--- config.mk ---
export PLATFORM = sky130hd
export DESIGN_NAME = cmpctl_top
export DESIGN_NICKNAME = d
export VERILOG_FILES = /design/src/cmp_mismatch.v /design/src/cmpctl_top.v
export VERILOG_INCLUDE_DIRS = /design/src
export SDC_FILE = /design/constraint.sdc
export NUM_CORES = 1
export LEC_CHECK = 0
export BUFFER_PORTS_ARGS = -buffer_cell sky130_fd_sc_hd__buf_2
export CELL_PAD_IN_SITES_DETAIL_PLACEMENT = 0
export CELL_PAD_IN_SITES_GLOBAL_PLACEMENT = 1
export CORE_UTILIZATION = 34
export CTS_CLUSTER_DIAMETER = 200
export DETAILED_ROUTE_END_ITERATION = 8
export GPL_TIMING_DRIVEN = 0
export PLACE_DENSITY_LB_ADDON = 0.3
export SYNTH_ARGS = -nofsm -noshare
export SYNTH_HDL_FRONTEND = slang
export SYNTH_SLANG_ARGS = --single-unit
export TNS_END_PERCENT = 1
--- constraint.sdc ---
create_clock -name i_clk_sys -period 2.1 [get_ports i_clk_sys]
set_clock_uncertainty 0.05 [all_clocks]
set_input_delay 0.105 -clock i_clk_sys [delete_from_list [all_inputs] [get_ports i_clk_sys]]
set_output_delay 0.105 -clock i_clk_sys [all_outputs]
set_load 0.1 [all_outputs]
--- src/cmpctl_consts.vh ---
// Constants for the comparator control and wake block
`ifndef CMPCTL_CONSTS_VH
`define CMPCTL_CONSTS_VH
// Register byte addresses
`define ADDR_CTRL1 4'h0
`define ADDR_CTRL2 4'h4
`define ADDR_AUX 4'h8
`define ADDR_FLAGS 4'hc
// Control register fields
`define BIT_ON 7
`define BIT_RESULT 6
`define BIT_PIN_DRIVE 5
`define BIT_INVERT 4
`define BIT_REF_SEL 2
`define CTRL_WMASK 8'hb7
`define CTRL_RESET 8'h00
`define AUX_RESET 8'h00
// Flags register fields
`define BIT_FLAG1 0
`define BIT_FLAG2 1
`define BIT_ALLOW1 2
`define BIT_ALLOW2 3
`define BIT_PERIPH 4
`define BIT_GLOBAL 5
`define BIT_ASLEEP 6
`define FLAGS_WMASK 8'h3f
// Instruction clock phases
`define PHASE_FIRST 2'h0
`define PHASE_SECOND 2'h1
`endif

--- src/cmp_mismatch.v ---
// Mismatch detector and change flag for one comparator
`timescale 1ns/1ps
`default_nettype none
module cmp_mismatch (
  // Clock and reset
  input wire i_clk_sys,
  input wire i_rst,
  // Control
  input wire i_phase_first,
  input wire i_read_ctrl,
  input wire i_result,
  input wire i_flag_write,
  input wire i_flag_value,
  // Status
  output reg o_result_seen,
  output reg o_flag
);
  reg read_latch;
  reg phase_latch;
  reg mismatch_prev;
  wire mismatch;
  // Exclusive-or of read copy and phase copy
  assign mismatch = read_latch ^ phase_latch;
  always @(posedge i_clk_sys) begin
    if (i_rst) begin
      read_latch <= 1'b0;
      phase_latch <= 1'b0;
      mismatch_prev <= 1'b0;
      o_flag <= 1'b0;
      o_result_seen <= 1'b0;
    end else begin
      if (i_read_ctrl) begin
        read_latch <= i_result;
        o_result_seen <= i_result;
      end
      if (i_phase_first) begin
        phase_latch <= i_result;
      end
      mismatch_prev <= mismatch;
      // Rising edge of mismatch sets the flag and wins over a clear
      if (mismatch && !mismatch_prev) begin
        o_flag <= 1'b1;
      end else if (i_flag_write) begin
        o_flag <= i_flag_value;
      end
    end
  end
endmodule
`default_nettype wire

--- src/cmpctl_top.v ---
// Comparator control, change detect and wake block with Wishbone slave
// Behaviour
// - Change during read may miss flag
// - Enabled comparator keeps detecting during sleep
// - Clearing on bit switches comparator off
// - Change wakes when both allows set
// - After wake run next instruction first
// - Global allow then branch to service
// - Reset clears both controls and aux
// - Read latch, phase latch, exclusive-or
// - Flag set on mismatch rising edge
// - Control write also reloads read latch
// - Result high when on bit set, plus exceeds minus and invert bit clear
`timescale 1ns/1ps
`default_nettype none
`include "cmpctl_consts.vh"
module cmpctl_top (
  // Clock and reset
  input wire i_clk_sys,
  input wire i_rst,
  // Wishbone slave
  input wire i_wb_cyc,
  input wire i_wb_stb,
  input wire i_wb_we,
  input wire [3:0] i_wb_adr,
  input wire [3:0] i_wb_sel,
  input wire [31:0] i_wb_dat,
  output reg [31:0] o_wb_dat,
  output reg o_wb_ack,
  // Analog side: raw comparator decisions (plus above minus)
  input wire [1:0] i_plus_above_minus,
  // Port data latches for the result pins
  input wire [1:0] i_port_latch,
  // Processor sleep handshake
  input wire i_sleep_enter,
  // Comparator enables and selects to the analog side
  output wire [1:0] o_comparator_on,
  output wire [1:0] o_reference_select,
  output wire [3:0] o_channel_select,
  output wire [7:0] o_aux_control,
  // Result pins
  output reg [1:0] o_result_pin,
  // Processor wake and interrupt requests
  output reg o_wake,
  output wire o_run_next_first,
  output reg o_irq_branch
);
  reg [7:0] comparator_one_control;
  reg [7:0] comparator_two_control;
  reg [7:0] comparator_aux_control;
  reg [1:0] compare_irq_allow;
  reg peripheral_irq_allow;
  reg global_irq_allow;
  reg asleep;
  reg [1:0] phase;
  reg [1:0] result_now;
  wire [1:0] result_seen;
  wire [1:0] compare_change_flag;
  wire [1:0] read_ctrl;
  wire [1:0] flag_write;
  wire [1:0] flag_value;
  wire access;
  wire wr;
  wire phase_first;
  wire phase_second;
  wire [7:0] flags_view;
  wire pending;
  reg [7:0] read_byte;

  // Pick a control register by index
  function [7:0] ctrl_of;
    input idx;
    input [7:0] one;
    input [7:0] two;
    begin
      ctrl_of = idx ? two : one;
    end
  endfunction

  assign access = i_wb_cyc && i_wb_stb && !o_wb_ack;
  // Only the low byte lane carries register data
  assign wr = access && i_wb_we && i_wb_sel[0];

  // Four-phase instruction clock
  always @(posedge i_clk_sys) begin
    if (i_rst) begin
      phase <= `PHASE_FIRST;
    end else begin
      phase <= phase + 2'h1;
    end
  end
  assign phase_first = (phase == `PHASE_FIRST);
  assign phase_second = (phase == `PHASE_SECOND);

  genvar g;
  generate
    for (g = 0; g < 2; g = g + 1) begin : chan
      wire [7:0] ctrl;
      wire addr_hit;
      assign ctrl = ctrl_of(g == 1, comparator_one_control, comparator_two_control);
      assign addr_hit = access && (i_wb_adr == (g ? `ADDR_CTRL2 : `ADDR_CTRL1));
      // Reads and writes both load the read latch
      assign read_ctrl[g] = addr_hit;
      assign flag_write[g] = wr && (i_wb_adr == `ADDR_FLAGS);
      assign flag_value[g] = i_wb_dat[g ? `BIT_FLAG2 : `BIT_FLAG1];
      assign o_comparator_on[g] = ctrl[`BIT_ON];
      assign o_reference_select[g] = ctrl[`BIT_REF_SEL];
      assign o_channel_select[2*g+1:2*g] = ctrl[1:0];
      // Result sampled every clock, held during a second-phase access, off when disabled
      always @(posedge i_clk_sys) begin
        if (i_rst) begin
          result_now[g] <= 1'b0;
        end else if (phase_second && read_ctrl[g]) begin
          result_now[g] <= result_now[g];
        end else begin
          result_now[g] <= ctrl[`BIT_ON] & (i_plus_above_minus[g] ^ ctrl[`BIT_INVERT]);
        end
      end
      // Pin carries the result when the pin drive bit is set, else the port latch
      always @(posedge i_clk_sys) begin
        if (i_rst) begin
          o_result_pin[g] <= 1'b0;
        end else begin
          o_result_pin[g] <= ctrl[`BIT_PIN_DRIVE] ? result_now[g] : i_port_latch[g];
        end
      end
      cmp_mismatch u_mm (
        .i_clk_sys(i_clk_sys),
        .i_rst(i_rst),
        .i_phase_first(phase_first),
        .i_read_ctrl(read_ctrl[g]),
        .i_result(result_now[g]),
        .i_flag_write(flag_write[g]),
        .i_flag_value(flag_value[g]),
        .o_result_seen(result_seen[g]),
        .o_flag(compare_change_flag[g])
      );
    end
  endgenerate

  assign o_aux_control = comparator_aux_control;
  assign flags_view = {1'b0, asleep, global_irq_allow, peripheral_irq_allow, compare_irq_allow,
                       compare_change_flag};
  assign pending = |(compare_change_flag & compare_irq_allow) && peripheral_irq_allow;
  assign o_run_next_first = o_wake;

  // Register writes
  always @(posedge i_clk_sys) begin
    if (i_rst) begin
      comparator_one_control <= `CTRL_RESET;
      comparator_two_control <= `CTRL_RESET;
      comparator_aux_control <= `AUX_RESET;
      compare_irq_allow <= 2'h0;
      peripheral_irq_allow <= 1'b0;
      global_irq_allow <= 1'b0;
    end else if (wr) begin
      case (i_wb_adr)
        `ADDR_CTRL1: comparator_one_control <= i_wb_dat[7:0] & `CTRL_WMASK;
        `ADDR_CTRL2: comparator_two_control <= i_wb_dat[7:0] & `CTRL_WMASK;
        `ADDR_AUX: comparator_aux_control <= i_wb_dat[7:0];
        `ADDR_FLAGS: begin
          compare_irq_allow <= i_wb_dat[`BIT_ALLOW2:`BIT_ALLOW1];
          peripheral_irq_allow <= i_wb_dat[`BIT_PERIPH];
          global_irq_allow <= i_wb_dat[`BIT_GLOBAL];
        end
        default: ;
      endcase
    end
  end

  // Sleep, wake and interrupt branch
  always @(posedge i_clk_sys) begin
    if (i_rst) begin
      asleep <= 1'b0;
      o_wake <= 1'b0;
      o_irq_branch <= 1'b0;
    end else begin
      o_wake <= 1'b0;
      o_irq_branch <= 1'b0;
      if (asleep && pending) begin
        asleep <= 1'b0;
        o_wake <= 1'b1;
      end else if (i_sleep_enter && !pending) begin
        asleep <= 1'b1;
      end
      // After a wake, branch one cycle later, letting the next instruction go first
      if (o_wake && global_irq_allow) begin
        o_irq_branch <= 1'b1;
      end else if (!asleep && !o_wake && pending && global_irq_allow) begin
        o_irq_branch <= 1'b1;
      end
    end
  end

  // Read data mux; in the control registers bit 6 shows the live result, bit 3 reads zero
  always @* begin
    case (i_wb_adr)
      `ADDR_CTRL1: read_byte = {comparator_one_control[7], result_now[0], comparator_one_control[5:0]};
      `ADDR_CTRL2: read_byte = {comparator_two_control[7], result_now[1], comparator_two_control[5:0]};
      `ADDR_AUX: read_byte = comparator_aux_control;
      `ADDR_FLAGS: read_byte = flags_view;
      default: read_byte = 8'h00;
    endcase
  end

  always @(posedge i_clk_sys) begin
    if (i_rst) begin
      o_wb_ack <= 1'b0;
      o_wb_dat <= 32'h00000000;
    end else begin
      o_wb_ack <= access;
      if (access && !i_wb_we) begin
        o_wb_dat <= {24'h000000, read_byte};
      end
    end
  end
endmodule
`default_nettype wire

==> qor.csv <==
stage,metric,value,unit
critical_path,CP max-delay cell,nor4_4,
timing,RSZ-0062 raised after global routing,no,
synthesis,Post-synth ARST share,0,%
power,combinational share of power,19.8,%
power,sw frac,32.90,%
synthesis,Yosys warning total,0,
power,Seq pwr share,50.7,%
power,pwr dens,640.0,nW/um^2
synthesis,post-synth cell types,36,
synthesis,Syn Std Cell Area,2386,um^2
power,P_sw,0.6244,mW
cells_and_area,Seq. cell area,1002,um^2
critical_path,crit path from,o_wb_ack,
critical_path,"slowest stage delay, CP",0.80,ns
floorplan,row count,30,
floorplan,core footprint,6794,um^2
global_route,grt total ovfl,0,
power,Pint,1.273,mW
critical_path,data arrival time of the critical path,2.09,ns
synthesis,ys flop type,dfxtp_1,
timing,"Hold Vio Cnt, Final",0,
critical_path,CP startpoint kind,register,
critical_path,worst r2r src,o_wb_ack,
critical_path,"Req. time, crit path",2.23,ns
power,Max VDD drop,0.2701,mV
drt,number of DRC markers in iteration 0,86,
global_route,vias in the first global route,1636,
cts,later-pin clock latency in the skew report,0.31,ns
synthesis,Syn Inst Count,245,
run,max_cap viols,0,
place,Detail Placement HPWL,4.135,mm
synthesis,Synth top area share,41.95,%
cells_and_area,diodes inserted,0,
cells_and_area,Fill cells,688,
global_route,Total GRT Usage,15.72,%
power,Overall Power,1.898,mW
drt,via count of the routed design,1849,
synthesis,Post-synth EDFFs,0,
min_path,Hold Crit Start,i_wb_dat[6],
floorplan,Initial Util,35.12,%
timing,setup TNS,0,ns
cts,clock buffer count from CTS,5,
floorplan,Die H,85.77,um
cts,CTS root buffer,clkbuf_8,
global_route,largest net degree at the start of global routing,16,
synthesis,sequential share of the synthesized area,41.95,%
synthesis,cell taking the most area after synthesis,dfxtp_1,
drt,ANT nets after route,0,
cells_and_area,Syn-to-layout area delta,24.28,%
timing,max-slew violations,0,
place,dpl ws,0.1150,ns
timing,Final min period,1.956,ns
cts,# Post-CTS Setup Buffers,0,
drt,final WL,5.531,mm
critical_path,CP Max Fanout,8,
drt,drt pass-1 iters,4,
cts,Clock Sinks,50,
timing,Final setup viols,0,
cts,CTS tree,done,
drt,Via density,4.340,
drt,DRC Markers,0,
cells_and_area,ratio of cells with drive above 1 in the final layout,32.42,%
cells_and_area,multi-input combinational cell area,1154,um^2
power,Leak,1.419,nW
timing,WHS,0.002809,ns
floorplan,I/O Pins,104,
synthesis,synthesized area per cell,9.739,um^2
timing,Final Cycle Share,93.15,%
timing,Final WS setup,0.1438,ns
synthesis,"flops & latches, synth",50,
floorplan,Die ar.,7356,um^2
power,clock power share,29.5,%
global_route,initial antenna violation count,0,
floorplan,Die Wd,85.77,um
global_route,first-pass GRT wire length,8.680,mm
timing,fmax,511.2,MHz
drt,post-DR wirelength/cell,12.98,um
place,port buffer count,51,
cts,H-tree Lvls,2,
critical_path,WS Path Type,register to register,
timing,Least-Margin Pin Slew,0.8186,ns
synthesis,ranking of synthesized cells by area,"dfxtp_1 42%, mux2i_1 18%, buf_4 10%",
critical_path,buffers and inverters on the worst path,0,
cells_and_area,Final nets,381,
critical_path,critical path's top delay family,simple AND/OR/NAND/NOR gates,
critical_path,crit path cell chain,nand3b_1 -> nor4_4 -> mux2i_1 -> nor2_2,
cts,CTS Buffer Depth,2,
cts,"Reg clk slew, reported paths",0.09,ns
outcome,status,"finished, final reports clean",
place,gpl congestion,0.7696,
critical_path,Setup crit end kind,register,
timing,slew margin rel.,45.01,%
min_path,Hold Crit Class,input pin to register,
worst register-to-register path, stage by stage, from the launching register on:
cell and delay (ns):
dfxtp_2 0.33, nand3b_1 0.32, nor4_4 0.80, mux2i_1 0.30
nor2_2 0.04
cells in the mapped netlist, types with 3 or more instances:
master / instances
nand4_1: 3
nor2_1: 40
dfxtp_1: 50
nor2_2: 8
a22oi_1: 8
clkbuf_1: 7
o22ai_1: 6
inv_1: 4
buf_4: 33
mux2i_1: 42
nor3_1: 6
flip-flops by register name, summed over array words and instances, names as in the netlist, 2 cells and up:
| signal | count |
|---|---|
| compare_irq_allow | 2 |
| o_aux_control | 8 |
| chan.u_mm.o_flag | 2 |
| o_wb_dat | 8 |
| chan.ctrl | 12 |
| chan.u_mm.mismatch_prev | 2 |
| chan.u_mm.read_latch | 2 |
| o_result_pin | 2 |
| phase | 2 |
| chan.u_mm.phase_latch | 2 |
| result_now | 2 |
power groups by stage:
stage | Clock (mW) | Sequential, mW | Combinational (mW)
final | 0.560 | 0.962 | 0.376
after global routing | 0.630 | 0.963 | 0.395
after CTS | 0.573 | 0.962 | 0.376
after detailed placement | 0 | 0.984 | 0.371
after global placement | 0 | 0.984 | 0.371
after floorplan | 0 | 1.01 | 0.291
per-stage QoR:
stage          cell area (um^2)  utilization, %  instances
2_1_floorplan              2474               -        268
3_3_place_gp               2849           41.93        415
3_5_place_dp               2849           41.93        415
4_1_cts                    2965           43.65        426
5_1_grt                    2965           43.65        426
6_report                   2965           43.65        426
timing repair:
item | in CTS | in global routing
resized for setup | 0 | 0
hold buffers | 3 | 0
endpoints found under the hold margin | 3 | 0
area by class of cell:
class,instances,area share (%)
plain buffers,45,10.21
clock buffers,6,2.447
clock inverters,2,0.4641
inverters,4,0.5063
multi-input cells,169,38.90
flip-flops and latches,50,33.80
well taps,96,4.051
repair buffers,54,9.620
worst paths after layout:
path / cells after the start / endpoint / slack [ns]
max: 4 / o_aux_control[7] / 0.14
min: 3 / o_aux_control[6] / 0.003
max reg2reg: 4 / o_aux_control[7] / 0.14
min reg2reg: 1 / phase[0] / 0.41
layout by cell type, fill, tap and decap left out, types with 2 or more instances in the layout:
cell type	netlist	layout
buf_2	2	53
clkbuf_8	0	5
ha_1	2	2
a21oi_1	2	2
conb_1	1	24
and2_1	2	2
a211oi_1	2	2
nor2_2	8	8
nand2_1	2	2
buf_1	2	2
nor4_4	2	2
dlygate4sd3_1	0	3
clkbuf_1	7	8
nand4_1	3	3
nand3_1	2	2
xnor2_1	2	2
inv_1	4	4
o22ai_1	6	6
mux2i_1	42	42
xor2_1	2	2
nor2b_1	2	2
dfxtp_1	50	49
buf_4	33	33
a22oi_1	8	8
nor2_1	40	40
nor3_1	6	6
nor3b_1	2	2
kinds of logic after synthesis:
family	count (synthesis)	synth area share, %
XOR/XNOR	4	1.469
buffers and inverters	49	13.32
flip-flops	50	41.95
AND/OR/NAND/NOR	75	16.94
adder cells (fa/ha/maj)	2	1.049
other	1	0.1572
multiplexers	44	19.19
AO/OA/AOI/OAI	20	5.926
routing by layer:
| layer | track usage [%] | share of wire [%] | vias up |
|---|---|---|---|
| li1 | - | - | 953 |
| met1 | 22.33 | 50 | 834 |
| met2 | 23.93 | 43 | 56 |
| met3 | 3.465 | 5.9 | 6 |
| met4 | 4.545 | 1.0 | 0 |
| met5 | 0 | 0 | - |
Note: power is estimated with default switching activity, not from simulation.
